File: src/design/write_buffer_pkg.sv
// constants shared by the write buffer scheduler and write-ack chain
package write_buffer_pkg;
  // ==========================================================
  // buffer geometry
  localparam int DEPTH    = 4;
  localparam int PTR_W    = 2;
  localparam int WB_ADR_W = 4;
  localparam int DIAG_W   = 7;
  localparam int ST_W     = 11;

  // ==========================================================
  // register offsets (byte addresses)
  localparam logic [WB_ADR_W-1:0] REG_DIAG   = 4'h0;
  localparam logic [WB_ADR_W-1:0] REG_STATUS = 4'h4;

  // ==========================================================
  // diagnostic register fields
  localparam int DIAG_SINGLE    = 0;
  localparam int DIAG_DRAIN     = 1;
  localparam int DIAG_LWDIS     = 2;
  localparam int DIAG_BADPAR    = 3;
  localparam int DIAG_FORCE_EN  = 4;
  localparam int DIAG_FORCE_LSB = 5;
  localparam logic [DIAG_W-1:0] DIAG_RESET = 7'h00;

  // ==========================================================
  // status register fields
  localparam int ST_PEND_LSB = 0;
  localparam int ST_LW_LSB   = 4;
  localparam int ST_LW_VALID = 6;
  localparam int ST_BUSY     = 7;
  localparam int ST_DRAIN    = 8;
  localparam int ST_FULL     = 9;
  localparam int ST_CHAIN    = 10;

  // ==========================================================
  // location classes, ordered by scheduling preference
  localparam logic [1:0] CLS_NONE = 2'h0;
  localparam logic [1:0] CLS_UNAL = 2'h1;
  localparam logic [1:0] CLS_AL32 = 2'h2;
  localparam logic [1:0] CLS_AL64 = 2'h3;

  // ==========================================================
  // valid and pending bit patterns
  localparam logic [3:0] VALID_RESET = 4'h0;
  localparam logic [3:0] VALID_ALL   = 4'hf;
  localparam logic [3:0] VALID_LO    = 4'h3;
  localparam logic [3:0] VALID_HI    = 4'hc;
  localparam logic [3:0] VALID_HALF  = 4'h1;
  localparam logic [1:0] PEND_RESET  = 2'h0;
  localparam logic [1:0] PEND_EVEN   = 2'h1;
  localparam logic [1:0] PEND_ODD    = 2'h2;
endpackage : write_buffer_pkg

File: src/design/write_buffer_scheduler_ack.sv
// write buffer: scheduler, diagnostics and cpu write-ack chain
// How it works
// - decided location pointer is presented alongside the memory requests
// - 64-bit and odd flags accompany write request, zero otherwise
// - unaligned write stuck in location 0 triggers full drain
// - single-op diagnostic reports full once any location pends
// - drain-all diagnostic requests every pending op in priority order
// - last-written-disable lets last location compete, one acts as two
// - bad-parity diagnostic forces all address parity bits high
// - force bits pin the buffer pointer to a chosen value
// - write step latches address and data, sets busy and request
// - cache miss or fast 64-bit read latches address, busy, read request
// - buffer available only when chain done and timer idle
// - pre-ack starts chain, three one-beat delayed copies follow
// - latched address compared against all four stored addresses
// - first beat picks hit pointer on hit, else free pointer
// - first two beats hold input address latch closed, all four beats hold scheduler latch
// - second beat writes 16 or 32 data bits into data store
// - second beat stores address, sets pending, merges or sets valid
// - busy drops at third beat start
// - third beat updates the last-written latch
// - fourth beat ends the write abort window
// - normally the last-written location is never picked
// - two pending: request other location only if aligned
// - three or four: 64 then 32 then read, higher pointer wins
// - finished memory write clears both pending bits
//
// The Wishbone interface to the registers and the register addresses are this design's own decisions.
`timescale 1ns/1ps
module write_buffer_scheduler_ack #(
  parameter int ADDR_W = 26
) (
  input  wire logic                                 clock,
  input  wire logic                                 clockEnable,
  input  wire logic                                 nrst,
  input  wire logic                                 cyc_i,
  input  wire logic                                 stb_i,
  input  wire logic                                 we_i,
  input  wire logic [write_buffer_pkg::WB_ADR_W-1:0] adr_i,
  input  wire logic [3:0]                           sel_i,
  input  wire logic [31:0]                          dat_i,
  output logic      [31:0]                          dat_o,
  output logic                                      ack_o,
  input  wire logic                                 stepCaptureEdge,
  input  wire logic                                 memWriteDest,
  input  wire logic                                 memWrite32Dest,
  input  wire logic                                 cacheMiss,
  input  wire logic                                 fastRead64Cmd,
  input  wire logic [ADDR_W-1:0]                    cpuAddr,
  input  wire logic [31:0]                          cpuData,
  output logic                                      memBusyN,
  output logic                                      cpuReadReq,
  input  wire logic                                 cpuReadDone,
  input  wire logic                                 mtIdle,
  output logic                                      mtWriteReq,
  output logic                                      mtReadReq,
  output logic                                      mtWrite64,
  output logic                                      mtWriteOdd,
  output logic      [write_buffer_pkg::PTR_W-1:0]   reqPointer,
  input  wire logic                                 mtWriteDone,
  input  wire logic                                 mtFillDone,
  input  wire logic [write_buffer_pkg::PTR_W-1:0]   mtDonePtr,
  output logic      [ADDR_W-3:0]                    memAddr,
  output logic      [(ADDR_W-2)/8-1:0]              memAddrParity,
  output logic      [63:0]                          memData,
  output logic                                      writeAbort,
  output logic                                      bufferFull
);
  import write_buffer_pkg::*;

  localparam int TAG_W = ADDR_W - 2;
  localparam int PAR_W = TAG_W / 8;

  if (ADDR_W < 10 || (TAG_W % 8) != 0) begin : g_check
    $error("ADDR_W must leave a tag that is a multiple of 8 bits");
  end

  // ==========================================================
  // state
  logic [ADDR_W-1:0] inAddr_reg;
  logic [31:0]       inData_reg;
  logic              is32_reg;
  logic              writeReq_reg;
  logic              readReq_reg;
  logic              busy_reg;
  logic              write_ack_chain_reg;
  logic              beat1_reg;
  logic              beat2_reg;
  logic              beat3_reg;
  logic              abort_reg;
  logic              hit_reg;
  logic [PTR_W-1:0]  wbPtr_reg;
  logic [PTR_W-1:0]  lastWritten_reg;
  logic              lwValid_reg;
  logic              autoDrain_reg;
  logic [DIAG_W-1:0] diag_reg;
  logic [TAG_W-1:0]  addrStore_reg [DEPTH];
  logic [63:0]       dataStore_reg [DEPTH];
  logic [3:0]        valid_reg     [DEPTH];
  logic [1:0]        pend_reg      [DEPTH];

  // ==========================================================
  // decode helpers
  function automatic logic [1:0] classify(input logic [3:0] v,
                                          input logic [1:0] p);
    logic [1:0] c;
    c = CLS_NONE;
    unique case (p)
      2'h0: c = CLS_NONE;
      2'h1: c = (v[1:0] == 2'h3) ? CLS_AL32 : CLS_UNAL;
      2'h2: c = (v[3:2] == 2'h3) ? CLS_AL32 : CLS_UNAL;
      2'h3: c = (v == VALID_ALL) ? CLS_AL64 : CLS_UNAL;
    endcase
    return c;
  endfunction : classify

  function automatic logic regSel(input logic [WB_ADR_W-1:0] a,
                                  input logic [WB_ADR_W-1:0] off);
    return a == off;
  endfunction : regSel

  function automatic logic [PAR_W-1:0] parityOf(input logic [TAG_W-1:0] a);
    logic [PAR_W-1:0] p;
    p = '0;
    for (int b = 0; b < PAR_W; b++) begin
      p[b] = ^a[b*8 +: 8];
    end
    return p;
  endfunction : parityOf

  // ==========================================================
  // per-location compare and classification
  logic [DEPTH-1:0] pendAny;
  logic [DEPTH-1:0] hitVec;
  logic [DEPTH-1:0] consider;
  logic [1:0]       cls [DEPTH];
  logic             drainMode;
  logic             lwDis;

  assign drainMode = diag_reg[DIAG_DRAIN] || autoDrain_reg;
  assign lwDis     = diag_reg[DIAG_LWDIS];

  for (genvar i = 0; i < DEPTH; i++) begin : g_loc
    assign pendAny[i] = |pend_reg[i];
    assign cls[i]     = classify(valid_reg[i], pend_reg[i]);
    assign hitVec[i]  = (|valid_reg[i]) &&
                        (addrStore_reg[i] == inAddr_reg[ADDR_W-1:2]);
    assign consider[i] = pendAny[i] && (drainMode || lwDis ||
                         !lwValid_reg ||
                         (lastWritten_reg != PTR_W'(i)));
  end

  logic [PTR_W-1:0] hitPtr;
  logic [PTR_W-1:0] freePtr;
  logic [2:0]       nPend;
  logic             hitNow;

  // free pointer prefers the highest idle location
  always_comb begin
    hitPtr  = '0;
    freePtr = '0;
    nPend   = '0;
    for (int i = 0; i < DEPTH; i++) begin
      if (hitVec[i]) begin
        hitPtr = PTR_W'(i);
      end
      if (!pendAny[i]) begin
        freePtr = PTR_W'(i);
      end
      nPend = nPend + 3'(pendAny[i]);
    end
  end

  assign hitNow = |hitVec;

  // ==========================================================
  // scheduler decision
  logic [1:0]       bestCls;
  logic [PTR_W-1:0] bestPtr;
  logic             allowAligned;
  logic             allowUnal;
  logic             nextWr;
  logic             nextRd;

  always_comb begin
    bestCls = CLS_NONE;
    bestPtr = '0;
    for (int i = 0; i < DEPTH; i++) begin
      if (consider[i] && cls[i] != CLS_NONE && cls[i] >= bestCls) begin
        bestCls = cls[i];
        bestPtr = PTR_W'(i);
      end
    end
    allowAligned = drainMode || (nPend >= 3'd2) ||
                   (nPend == 3'd1 && lwDis);
    allowUnal    = drainMode || (nPend >= 3'd3);
    nextWr       = allowAligned && (bestCls >= CLS_AL32);
    nextRd       = allowUnal && (bestCls == CLS_UNAL);
  end

  // ==========================================================
  // availability and chain start
  logic chainActive;
  logic available;
  logic preWriteAckN;
  logic captureWrite;
  logic captureRead;
  logic inputLatchOpen;

  assign chainActive = write_ack_chain_reg || beat1_reg || beat2_reg || beat3_reg;
  assign available   = !chainActive && mtIdle;
  assign bufferFull  = diag_reg[DIAG_SINGLE] ? (|pendAny)
                                             : (&pendAny);
  assign preWriteAckN = !(writeReq_reg && available &&
                          (hitNow || !bufferFull));
  // busy keeps the pipeline off the latches
  assign captureWrite = stepCaptureEdge && !busy_reg &&
                        (memWriteDest || memWrite32Dest);
  assign captureRead  = stepCaptureEdge && !busy_reg && !captureWrite &&
                        (cacheMiss || fastRead64Cmd);
  assign inputLatchOpen = (captureWrite || captureRead) &&
                          !write_ack_chain_reg && !beat1_reg;
  assign memBusyN   = !busy_reg;
  assign cpuReadReq = readReq_reg && available;
  assign writeAbort = abort_reg;

  // ==========================================================
  // cpu request latches
  always_ff @(posedge clock or negedge nrst) begin
    if (!nrst) begin
      inAddr_reg <= '0;
      inData_reg <= '0;
      is32_reg   <= 1'b0;
    end else if (clockEnable && inputLatchOpen) begin
      inAddr_reg <= cpuAddr;
      if (captureWrite) begin
        inData_reg <= cpuData;
        is32_reg   <= memWrite32Dest;
      end
    end
  end

  // request flags and busy; a new request beats a same-cycle clear
  always_ff @(posedge clock or negedge nrst) begin
    if (!nrst) begin
      writeReq_reg <= 1'b0;
      readReq_reg  <= 1'b0;
      busy_reg     <= 1'b0;
    end else if (clockEnable) begin
      if (!preWriteAckN) begin
        writeReq_reg <= 1'b0;
      end
      if (cpuReadDone) begin
        readReq_reg <= 1'b0;
      end
      if (beat1_reg || cpuReadDone) begin
        busy_reg <= 1'b0;
      end
      if (captureWrite) begin
        writeReq_reg <= 1'b1;
      end
      if (captureRead) begin
        readReq_reg <= 1'b1;
      end
      if (captureWrite || captureRead) begin
        busy_reg <= 1'b1;
      end
    end
  end

  // ==========================================================
  // write-ack chain
  always_ff @(posedge clock or negedge nrst) begin
    if (!nrst) begin
      write_ack_chain_reg  <= 1'b0;
      beat1_reg <= 1'b0;
      beat2_reg <= 1'b0;
      beat3_reg <= 1'b0;
      abort_reg <= 1'b0;
    end else if (clockEnable) begin
      write_ack_chain_reg  <= !preWriteAckN;
      beat1_reg <= write_ack_chain_reg;
      beat2_reg <= beat1_reg;
      beat3_reg <= beat2_reg;
      if (!preWriteAckN) begin
        abort_reg <= 1'b1;
      end else if (beat3_reg) begin
        abort_reg <= 1'b0;
      end
    end
  end

  // pointer choice taken as the chain starts
  always_ff @(posedge clock or negedge nrst) begin
    if (!nrst) begin
      hit_reg   <= 1'b0;
      wbPtr_reg <= '0;
    end else if (clockEnable && !preWriteAckN) begin
      hit_reg <= hitNow;
      if (diag_reg[DIAG_FORCE_EN]) begin
        wbPtr_reg <= diag_reg[DIAG_FORCE_LSB +: PTR_W];
      end else begin
        wbPtr_reg <= hitNow ? hitPtr : freePtr;
      end
    end
  end

  // last-written latch
  always_ff @(posedge clock or negedge nrst) begin
    if (!nrst) begin
      lastWritten_reg <= '0;
      lwValid_reg     <= 1'b0;
    end else if (clockEnable && beat2_reg) begin
      lastWritten_reg <= wbPtr_reg;
      lwValid_reg     <= 1'b1;
    end
  end

  // stuck unaligned location 0 forces a drain until empty
  logic stuckZero;

  assign stuckZero = pendAny[0] && (cls[0] == CLS_UNAL) && lwValid_reg &&
                     (lastWritten_reg != PTR_W'(0));

  always_ff @(posedge clock or negedge nrst) begin
    if (!nrst) begin
      autoDrain_reg <= 1'b0;
    end else if (clockEnable) begin
      if (stuckZero) begin
        autoDrain_reg <= 1'b1;
      end else if (nPend == 3'd0) begin
        autoDrain_reg <= 1'b0;
      end
    end
  end

  // ==========================================================
  // buffer stores
  logic [3:0] writeMask;
  logic [1:0] pendMask;

  assign writeMask = is32_reg ? (inAddr_reg[1] ? VALID_HI : VALID_LO)
                              : (VALID_HALF << inAddr_reg[1:0]);
  assign pendMask  = inAddr_reg[1] ? PEND_ODD : PEND_EVEN;

  for (genvar i = 0; i < DEPTH; i++) begin : g_store
    logic setHere;
    logic clrHere;
    logic fillHere;
    logic [3:0] validBase;

    assign setHere   = beat1_reg && (wbPtr_reg == PTR_W'(i));
    assign clrHere   = mtWriteDone && (mtDonePtr == PTR_W'(i));
    assign fillHere  = mtFillDone && (mtDonePtr == PTR_W'(i));
    assign validBase = fillHere ? VALID_ALL : valid_reg[i];

    // setting pending wins over a same-cycle clear
    always_ff @(posedge clock or negedge nrst) begin
      if (!nrst) begin
        valid_reg[i] <= VALID_RESET;
        pend_reg[i]  <= PEND_RESET;
      end else if (clockEnable) begin
        pend_reg[i] <= (clrHere ? PEND_RESET : pend_reg[i]) |
                       (setHere ? pendMask : PEND_RESET);
        if (setHere) begin
          valid_reg[i] <= (hit_reg ? validBase : VALID_RESET) |
                          writeMask;
        end else begin
          valid_reg[i] <= validBase;
        end
      end
    end

    always_ff @(posedge clock) begin
      if (clockEnable && setHere) begin
        addrStore_reg[i] <= inAddr_reg[ADDR_W-1:2];
        for (int h = 0; h < 4; h++) begin
          if (writeMask[h]) begin
            dataStore_reg[i][h*16 +: 16] <= (is32_reg && (h % 2 == 1)) ?
              inData_reg[31:16] : inData_reg[15:0];
          end
        end
      end
    end
  end

  // ==========================================================
  // scheduler request latch toward the memory timer
  logic schedHold;

  assign schedHold = chainActive;

  always_ff @(posedge clock or negedge nrst) begin
    if (!nrst) begin
      mtWriteReq <= 1'b0;
      mtReadReq  <= 1'b0;
      mtWrite64  <= 1'b0;
      mtWriteOdd <= 1'b0;
      reqPointer <= '0;
      memAddr    <= '0;
      memData    <= '0;
    end else if (clockEnable && !schedHold) begin
      mtWriteReq <= nextWr;
      mtReadReq  <= nextRd;
      mtWrite64  <= nextWr && (bestCls == CLS_AL64);
      mtWriteOdd <= nextWr && (bestCls == CLS_AL32) &&
                    (pend_reg[bestPtr] == PEND_ODD);
      reqPointer <= bestPtr;
      memAddr    <= addrStore_reg[bestPtr];
      memData    <= dataStore_reg[bestPtr];
    end
  end

  always_ff @(posedge clock or negedge nrst) begin
    if (!nrst) begin
      memAddrParity <= '0;
    end else if (clockEnable) begin
      memAddrParity <= diag_reg[DIAG_BADPAR] ? '1 : parityOf(memAddr);
    end
  end

  // ==========================================================
  // wishbone register slave
  logic          busReq;
  logic [ST_W-1:0] status;

  assign busReq = cyc_i && stb_i && !ack_o;
  assign status[ST_PEND_LSB +: DEPTH] = pendAny;
  assign status[ST_LW_LSB +: PTR_W]   = lastWritten_reg;
  assign status[ST_LW_VALID]          = lwValid_reg;
  assign status[ST_BUSY]              = busy_reg;
  assign status[ST_DRAIN]             = drainMode;
  assign status[ST_FULL]              = bufferFull;
  assign status[ST_CHAIN]             = chainActive;

  always_ff @(posedge clock or negedge nrst) begin
    if (!nrst) begin
      ack_o    <= 1'b0;
      dat_o    <= '0;
      diag_reg <= DIAG_RESET;
    end else if (clockEnable) begin
      ack_o <= busReq;
      // write lands on the edge at which the master sees ack
      if (cyc_i && stb_i && ack_o && we_i && sel_i[0] &&
          regSel(adr_i, REG_DIAG)) begin
        diag_reg <= dat_i[DIAG_W-1:0];
      end
      if (busReq) begin
        if (regSel(adr_i, REG_DIAG)) begin
          dat_o <= 32'(diag_reg);
        end else if (regSel(adr_i, REG_STATUS)) begin
          dat_o <= 32'(status);
        end else begin
          dat_o <= '0;
        end
      end
    end
  end
endmodule : write_buffer_scheduler_ack

File: config.mk
export PLATFORM = sky130hd
export DESIGN_NAME = write_buffer_scheduler_ack
export DESIGN_NICKNAME = d
export VERILOG_FILES = /design/src/design/write_buffer_pkg.sv /design/src/design/write_buffer_scheduler_ack.sv
export SDC_FILE = /design/constraint.sdc
export NUM_CORES = 1
export LEC_CHECK = 0
export BUFFER_PORTS_ARGS = -buffer_cell sky130_fd_sc_hd__clkbuf_2
export CORE_MARGIN = 1
export CORE_UTILIZATION = 55
export CTS_BUF_LIST = sky130_fd_sc_hd__clkbuf_8
export CTS_CLUSTER_SIZE = 14
export DETAILED_ROUTE_END_ITERATION = 16
export PLACE_DENSITY_LB_ADDON = 0.3
export SLEW_MARGIN = 25
export SYNTH_ARGS = -nofsm -noshare
export SYNTH_HDL_FRONTEND = slang
export SYNTH_SLANG_ARGS = --single-unit
File: constraint.sdc
create_clock -name clock -period 4.54 [get_ports clock]
set_input_delay 0.908 -clock clock [delete_from_list [all_inputs] [get_ports clock]]
set_output_delay 0.908 -clock clock [all_outputs]
set_load 0.02 [all_outputs]
; ---- After elaboration in Yosys (flattened, before gate mapping)
; Memories as Yosys holds them, arrays and structs flattened. A register that Yosys moved wholly into a read port is not among the register bits.
; Cells that the tools add are included.
; Widths: inputs -> output; s select.
[classes]
add_sub_neg = 3
n_lt_le_gt_ge = 8
eq_ne = 44
shifts = 1
muxes = 134
n_bitwise = 9
n_reduce_logical = 135
[op_table]
columns = operator, n
row1 = $mux 64, 3
row2 = $reduce_or 64->1, 3
row3 = $eq 24x24->1, 4
row4 = $mux 2, 41
row5 = $mux 24, 3
row6 = $reduce_or 24->1, 3
row7 = $mux 4, 17
row8 = $logic_and 1x1->1, 61
row9 = $mux 1, 61
row10 = $eq 2x2->1 const B, 23
row11 = $pmux 2 s4, 4
row12 = $reduce_xor 8->1, 3
row13 = $mux 11, 2
row14 = $reduce_bool 2->1, 10
row15 = $reduce_or 4->1, 5
row16 = $logic_or 1x1->1, 18
row17 = $eq 2x1->1 const B, 8
row18 = $eq 4x4->1 const B, 4
row19 = $mux 16, 1
row20 = $or 4x4->4, 4
row21 = $reduce_and 2->1, 8
row22 = $logic_not 2->1, 6
row23 = $logic_not 1->1, 10
row24 = $or 2x2->2, 4
row25 = other kinds (21), 28
[word_totals]
register_bits = 147
ram_bits = 352
elab_cells = 369
mem_count = 2
[mem_list]
columns = memory, words, width, rd, rd_ports_with_merged_regs, write_ports, line
row1 = dataStore_reg, 4, 64, 1, 1, 1, write_buffer_scheduler_ack.sv:98  ; logic [63:0] dataStore_reg [DEPTH];
row2 = addrStore_reg, 4, 24, 5, 1, 1, write_buffer_scheduler_ack.sv:97  ; logic [TAG_W-1:0] addrStore_reg [DEPTH];

; ---- Logic depth before layout (Yosys ltp)
[depth]
depth_word = 23
depth_mapped = 27

; ---- Worst setup path before layout
; OpenSTA, ideal clock, no wires.
[synth_timing]
kind = reg-to-reg
startpoint = reg autoDrain_reg
endpoint = reg mtWriteOdd
setup_time_ps = 95
t_arrival_ps = 4919
slack_ps = -475
stages_incl_launch_ff = 23
period_less_slack_ps = 5015
cell_sequence = dfrtp_1 -> nor4b_4 -> nand2_1 -> o221a_2 -> ha_1 -> nand2b_1 -> a21oi_1 -> nor3b_1 -> buf_2 -> mux2_4 -> ha_1 -> a21oi_1 -> a311oi_1 -> a21oi_1 -> ha_1 -> nand2b_1 -> a21oi_1 -> a311oi_1 -> buf_2 -> buf_1 -> buf_1 -> a32oi_1 -> o31ai_1
[synth_between]
elab_chain_cells = 23
word_cells_on_any_way = 41
cone_classes = order compare: 4 / eq/ne: 2 / mux: 10 / bitwise: 1 / reduce/logical: 24
[synth_rtl]
columns = item, line
row1 = from (decl), write_buffer_scheduler_ack.sv:95  ; logic autoDrain_reg;
row2 = from (signal assigned), write_buffer_scheduler_ack.sv:327  ; autoDrain_reg <= 1'b0;
row3 = from (signal assigned), write_buffer_scheduler_ack.sv:330  ; autoDrain_reg <= 1'b1;
row4 = from (signal assigned), write_buffer_scheduler_ack.sv:332  ; autoDrain_reg <= 1'b0;
row5 = $logic_or 1x1->1 *, write_buffer_scheduler_ack.sv:140  ; assign drainMode = diag_reg[DIAG_DRAIN] || autoDrain_reg;
row6 = $logic_or 1x1->1 (2 in series), write_buffer_scheduler_ack.sv:148  ; assign consider[i] = pendAny[i] && (drainMode || lwDis ||
row7 = $logic_or 1x1->1, write_buffer_scheduler_ack.sv:149  ; !lwValid_reg ||
row8 = $logic_and 1x1->1, write_buffer_scheduler_ack.sv:148
row9 = $logic_and 1x1->1 (2 in series), write_buffer_scheduler_ack.sv:189  ; if (consider[i] && cls[i] != CLS_NONE && cls[i] >= bestCls) begin
row10 = $mux 2, write_buffer_scheduler_ack.sv:189
row11 = $ge 2x2->1, write_buffer_scheduler_ack.sv:189
row12 = $logic_and 1x1->1, write_buffer_scheduler_ack.sv:189
row13 = [... 4 more ...], -
row14 = $ge 2x2->1, write_buffer_scheduler_ack.sv:189
row15 = $logic_and 1x1->1, write_buffer_scheduler_ack.sv:189
row16 = $mux 2, write_buffer_scheduler_ack.sv:189
row17 = $not 2->3 (not written as such), write_buffer_scheduler_ack.sv:407  ; (pend_reg[bestPtr] == PEND_ODD);
row18 = $bmux 2 s2, write_buffer_scheduler_ack.sv:407
row19 = $mux 2 (not written as such) (2 in series), write_buffer_scheduler_ack.sv:407
row20 = $eq 2x2->1, write_buffer_scheduler_ack.sv:407
row21 = $logic_and 1x1->1 *, write_buffer_scheduler_ack.sv:406  ; mtWriteOdd <= nextWr && (bestCls == CLS_AL32) &&
row22 = to (signal assigned), write_buffer_scheduler_ack.sv:406
row23 = to (decl), write_buffer_scheduler_ack.sv:58  ; output logic mtWriteOdd,
; Every way passes the cells marked *; elsewhere a longest branch is shown, timed or not. The select of a mux whose other input is x is not followed.
; A chain may end at the register's enable or synchronous reset.

; ---- Worst setup path after layout
[layout_timing]
startpoint = reg autoDrain_reg
endpoint = reg memData[46], read port of dataStore_reg
[layout_between]
elab_chain_cells = 17
word_cells_on_any_way = 28
cone_classes = order compare: 3 / mux: 6 / reduce/logical: 19
[layout_rtl]
columns = item, line
row1 = $logic_or 1x1->1 *, write_buffer_scheduler_ack.sv:140
row2 = $logic_or 1x1->1 * (2 in series), write_buffer_scheduler_ack.sv:148
row3 = $logic_or 1x1->1, write_buffer_scheduler_ack.sv:149
row4 = $logic_and 1x1->1, write_buffer_scheduler_ack.sv:148
row5 = $logic_and 1x1->1 (2 in series), write_buffer_scheduler_ack.sv:189
row6 = $mux 2, write_buffer_scheduler_ack.sv:189
row7 = $ge 2x2->1, write_buffer_scheduler_ack.sv:189
row8 = $logic_and 1x1->1, write_buffer_scheduler_ack.sv:189
row9 = $mux 2, write_buffer_scheduler_ack.sv:189
row10 = $ge 2x2->1, write_buffer_scheduler_ack.sv:189
row11 = $logic_and 1x1->1, write_buffer_scheduler_ack.sv:189
row12 = $mux 2, write_buffer_scheduler_ack.sv:189
row13 = $ge 2x2->1, write_buffer_scheduler_ack.sv:189
row14 = $logic_and 1x1->1, write_buffer_scheduler_ack.sv:189
row15 = $mux 2 *, write_buffer_scheduler_ack.sv:189
row16 = to (decl), write_buffer_scheduler_ack.sv:65  ; output logic [63:0] memData,
; Every way passes the cells marked *; elsewhere a longest branch is shown, timed or not.

==> impl_metrics.env <==
export IMPL_grt_max_degree=101
export IMPL_synth_ff_type="edfxtp_1"
export IMPL_fin_worst_skew_ns=0.0359
export IMPL_io_pins=249
export IMPL_drtPass1Iterations=6
export IMPL_syn_area_um2=23500
export IMPL_wl_mm=57.0
export IMPL_synth_common_cells="edfxtp_1, nor2_1, dfrtp_1"
export IMPL_rows=75
export IMPL_ir_drop_v=0.000539
export IMPL_worst_setup_hold_path_clk_slew_ns=0.07
export IMPL_max_freq_mhz=209
export IMPL_antenna_cells=0
export IMPL_synthCells=1764
export IMPL_largest_reg_flops=256
export IMPL_syn_to_final_growth_pct=21.5
export IMPL_hpwl_mm=35.7
export IMPL_die_h_um=209
export IMPL_root_buffer="clkbuf_8"
export IMPL_start_util=0.559
export IMPL_wire_per_inst_um=21.3
export IMPL_required_ns=5.07
export IMPL_synthArstFlopShare=0.378
export IMPL_cp_arrival_ns=5.31
export IMPL_power_leakage_nw=11.0
export IMPL_rrSetupSlack_ns=-0.24
export IMPL_antenna_found_initial=0
export IMPL_syn_avg_cell_area_um2=13.3
export IMPL_pwr_density_cell_nw_per_um2=842
export IMPL_fin_crit_sh=1.05
export IMPL_synth_top_cells_by_area="edfxtp_1, dfrtp_1, a21oi_1"
export IMPL_hold_viol=0
export IMPL_drtAntennaViolNets=0
export IMPL_drc=0
export IMPL_endpoint_kind="flop"
export IMPL_netlist_top_cell_by_area="edfxtp_1"
export IMPL_cap_violations=0
export IMPL_worst_slew_pin_transition_ns=1.03
export IMPL_core_region_area_um2=42000
export IMPL_fin_tns_setup_ns=-12.39
export IMPL_finalNetCount=2188
export IMPL_drive_gt1_frac=0.308
export IMPL_status="finished, violations left"
export IMPL_grt_pass1_vias=15200
export IMPL_slew_viol_final=0
export IMPL_start_kind="flop"
export IMPL_finalWorstSetupSlack_ns=-0.241
export IMPL_place_gp_congestion=0.837
export IMPL_synth_edff_count=352
export IMPL_violations="setup timing"
export IMPL_cts_max_path_buffers=3
export IMPL_numCtsBuffers=90
export IMPL_cts_sinks=566
export IMPL_portBuffers=199
export IMPL_grt_ovfl_total=0
export IMPL_num_vias=15300
export IMPL_grt_usage=0.258
export IMPL_synth_seq_cells=566
export IMPL_rsz0062_at_grt="yes"
export IMPL_hp_class="input port to asynchronous set/reset pin"
export IMPL_synth_seq_area_share=0.677
export IMPL_post_place_ws_ns=-0.173
export IMPL_drt_iter0_markers=1229
export IMPL_die_w_um=209
export IMPL_crit_path_max_fanout=8
export IMPL_yosysTopAreaCellShare=0.449
export IMPL_clkLatencyLatePin_ns=0.66
export IMPL_vias_per_cell=5.73
export IMPL_min_period_ns=4.78
export IMPL_cts_tree="yes"
export IMPL_synth_cell_types=60
export IMPL_critical_path_class="flop to flop"
export IMPL_yosysWarnings=0
export IMPL_setup_violations=92
export IMPL_synth_most_common_cell="edfxtp_1"
export IMPL_htree_num_levels=3
export IMPL_relSlewSlack=0.306
export IMPL_grt_pass1_wl_mm=86.3
export IMPL_dieArea_um2=43600
==> routing by layer <==
metal / routed length [µm] / GRT usage / up-vias
met5: 0 / 0 / -
met4: 1320 / 0.0852 / 0
met3: 3550 / 0.0515 / 98
met2: 27500 / 0.406 / 534
met1: 24600 / 0.363 / 7690
li1: - / - / 7022
==> where the power goes <==
| part | total, mW | switching (mW) | leakage [nW] | internal [mW] |
|---|---|---|---|---|
| registers | 8.32 | 1.24 | 5.67 | 7.08 |
| clock network | 4.34 | 2.03 | 1.07 | 2.31 |
| logic | 11.4 | 6.44 | 4.24 | 4.96 |
==> what timing repair did <==
action                                  in CTS  in global routing
pin swaps                                    6                 52
cloned                                       1                  6
buffers inserted                            13                 20
hold buffers                                 0                  0
endpoints found under the setup margin      88                 93
gates resized for setup                     28                150
==> per-stage QoR <==
step | area [µm²] | std cells | hold slack, ns | total power, mW | utilization
floorplan | 23600 | 1784 | 0.446 | 14.0 | -
global placement | 25400 | 2468 | 0.463 | 17.0 | 0.605
detailed placement | 25500 | 2469 | 0.477 | 17.4 | 0.606
CTS | 27600 | 2653 | 0.289 | 22.2 | 0.657
global route | 28600 | 2678 | 0.337 | 25.3 | 0.680
finish | 28600 | 2678 | 0.296 | 24.1 | 0.680
==> final timing paths <==
kind                               startpoint              to  depth (start not counted)
worst max-delay path            autoDrain_reg     memData[46]                         23
worst max register to register  autoDrain_reg     memData[46]                         23
max in group asynchronous                nrst     memData[27]                          2
worst min-delay path                     nrst       dat_o[10]                          1
worst min register to register       dat_o[8]        dat_o[8]                          2
min in group clock                cpuData[31]  inData_reg[31]                          2
==> critical path, stage by stage (launching register included) <==
cell,delay (ns)
dfrtp_1,0.41
nor4b_4,0.33
nand2_1,0.13
o221a_4,0.15
ha_4,0.27
nand2b_4,0.12
a21oi_4,0.06
nor3b_4,0.24
mux2_4,0.35
ha_4,0.29
a21oi_4,0.07
a311oi_4,0.29
buf_6,0.16
a21oi_2,0.05
ha_1,0.29
nand2b_4,0.13
a21oi_4,0.06
a311oi_4,0.29
buf_6,0.20
buf_4,0.17
clkbuf_16,0.17
a211oi_1,0.06
a21oi_1,0.25
a21oi_1,0.11
==> area by class of cell <==
cell class	instances	area [µm²]
Clock buffer	109	1500
Tap cell	539	674
Multi-Input combinational cell	1061	7730
Sequential cell	566	15900
Inverter	24	90.1
Fill cell	2900	13500
Timing Repair Buffer	318	2300
Clock inverter	61	340
==> cells in the final DEF (no fill, tap or decap), types with 37 or more instances in the layout <==
cell type,count
a21oi_2,39
clkbuf_2,198
mux2i_1,88
nor2_1,239
a211oi_2,43
nand2_1,37
buf_4,76
xor2_1,58
clkbuf_8,109
mux2_2,86
edfxtp_1,352
dfrtp_1,213
xnor2_1,59
a21oi_1,151
inv_1,61
==> cell families (layout without fill, tap and decap cells) <==
logic type | count (synthesis) | in the layout | share of synthesized area
AO/OA/AOI/OAI | 375 | 375 | 0.0968
XOR/XNOR | 117 | 117 | 0.0436
adder cells (fa/ha/maj) | 12 | 12 | 0.00670
buffers and inverters | 157 | 512 | 0.0298
flip-flops | 566 | 566 | 0.677
multiplexers | 175 | 175 | 0.0793
other | 1 | 21 | 0.000159
AND/OR/NAND/NOR | 361 | 361 | 0.0667
No activity file was read; power rests on OpenSTA's default activity.
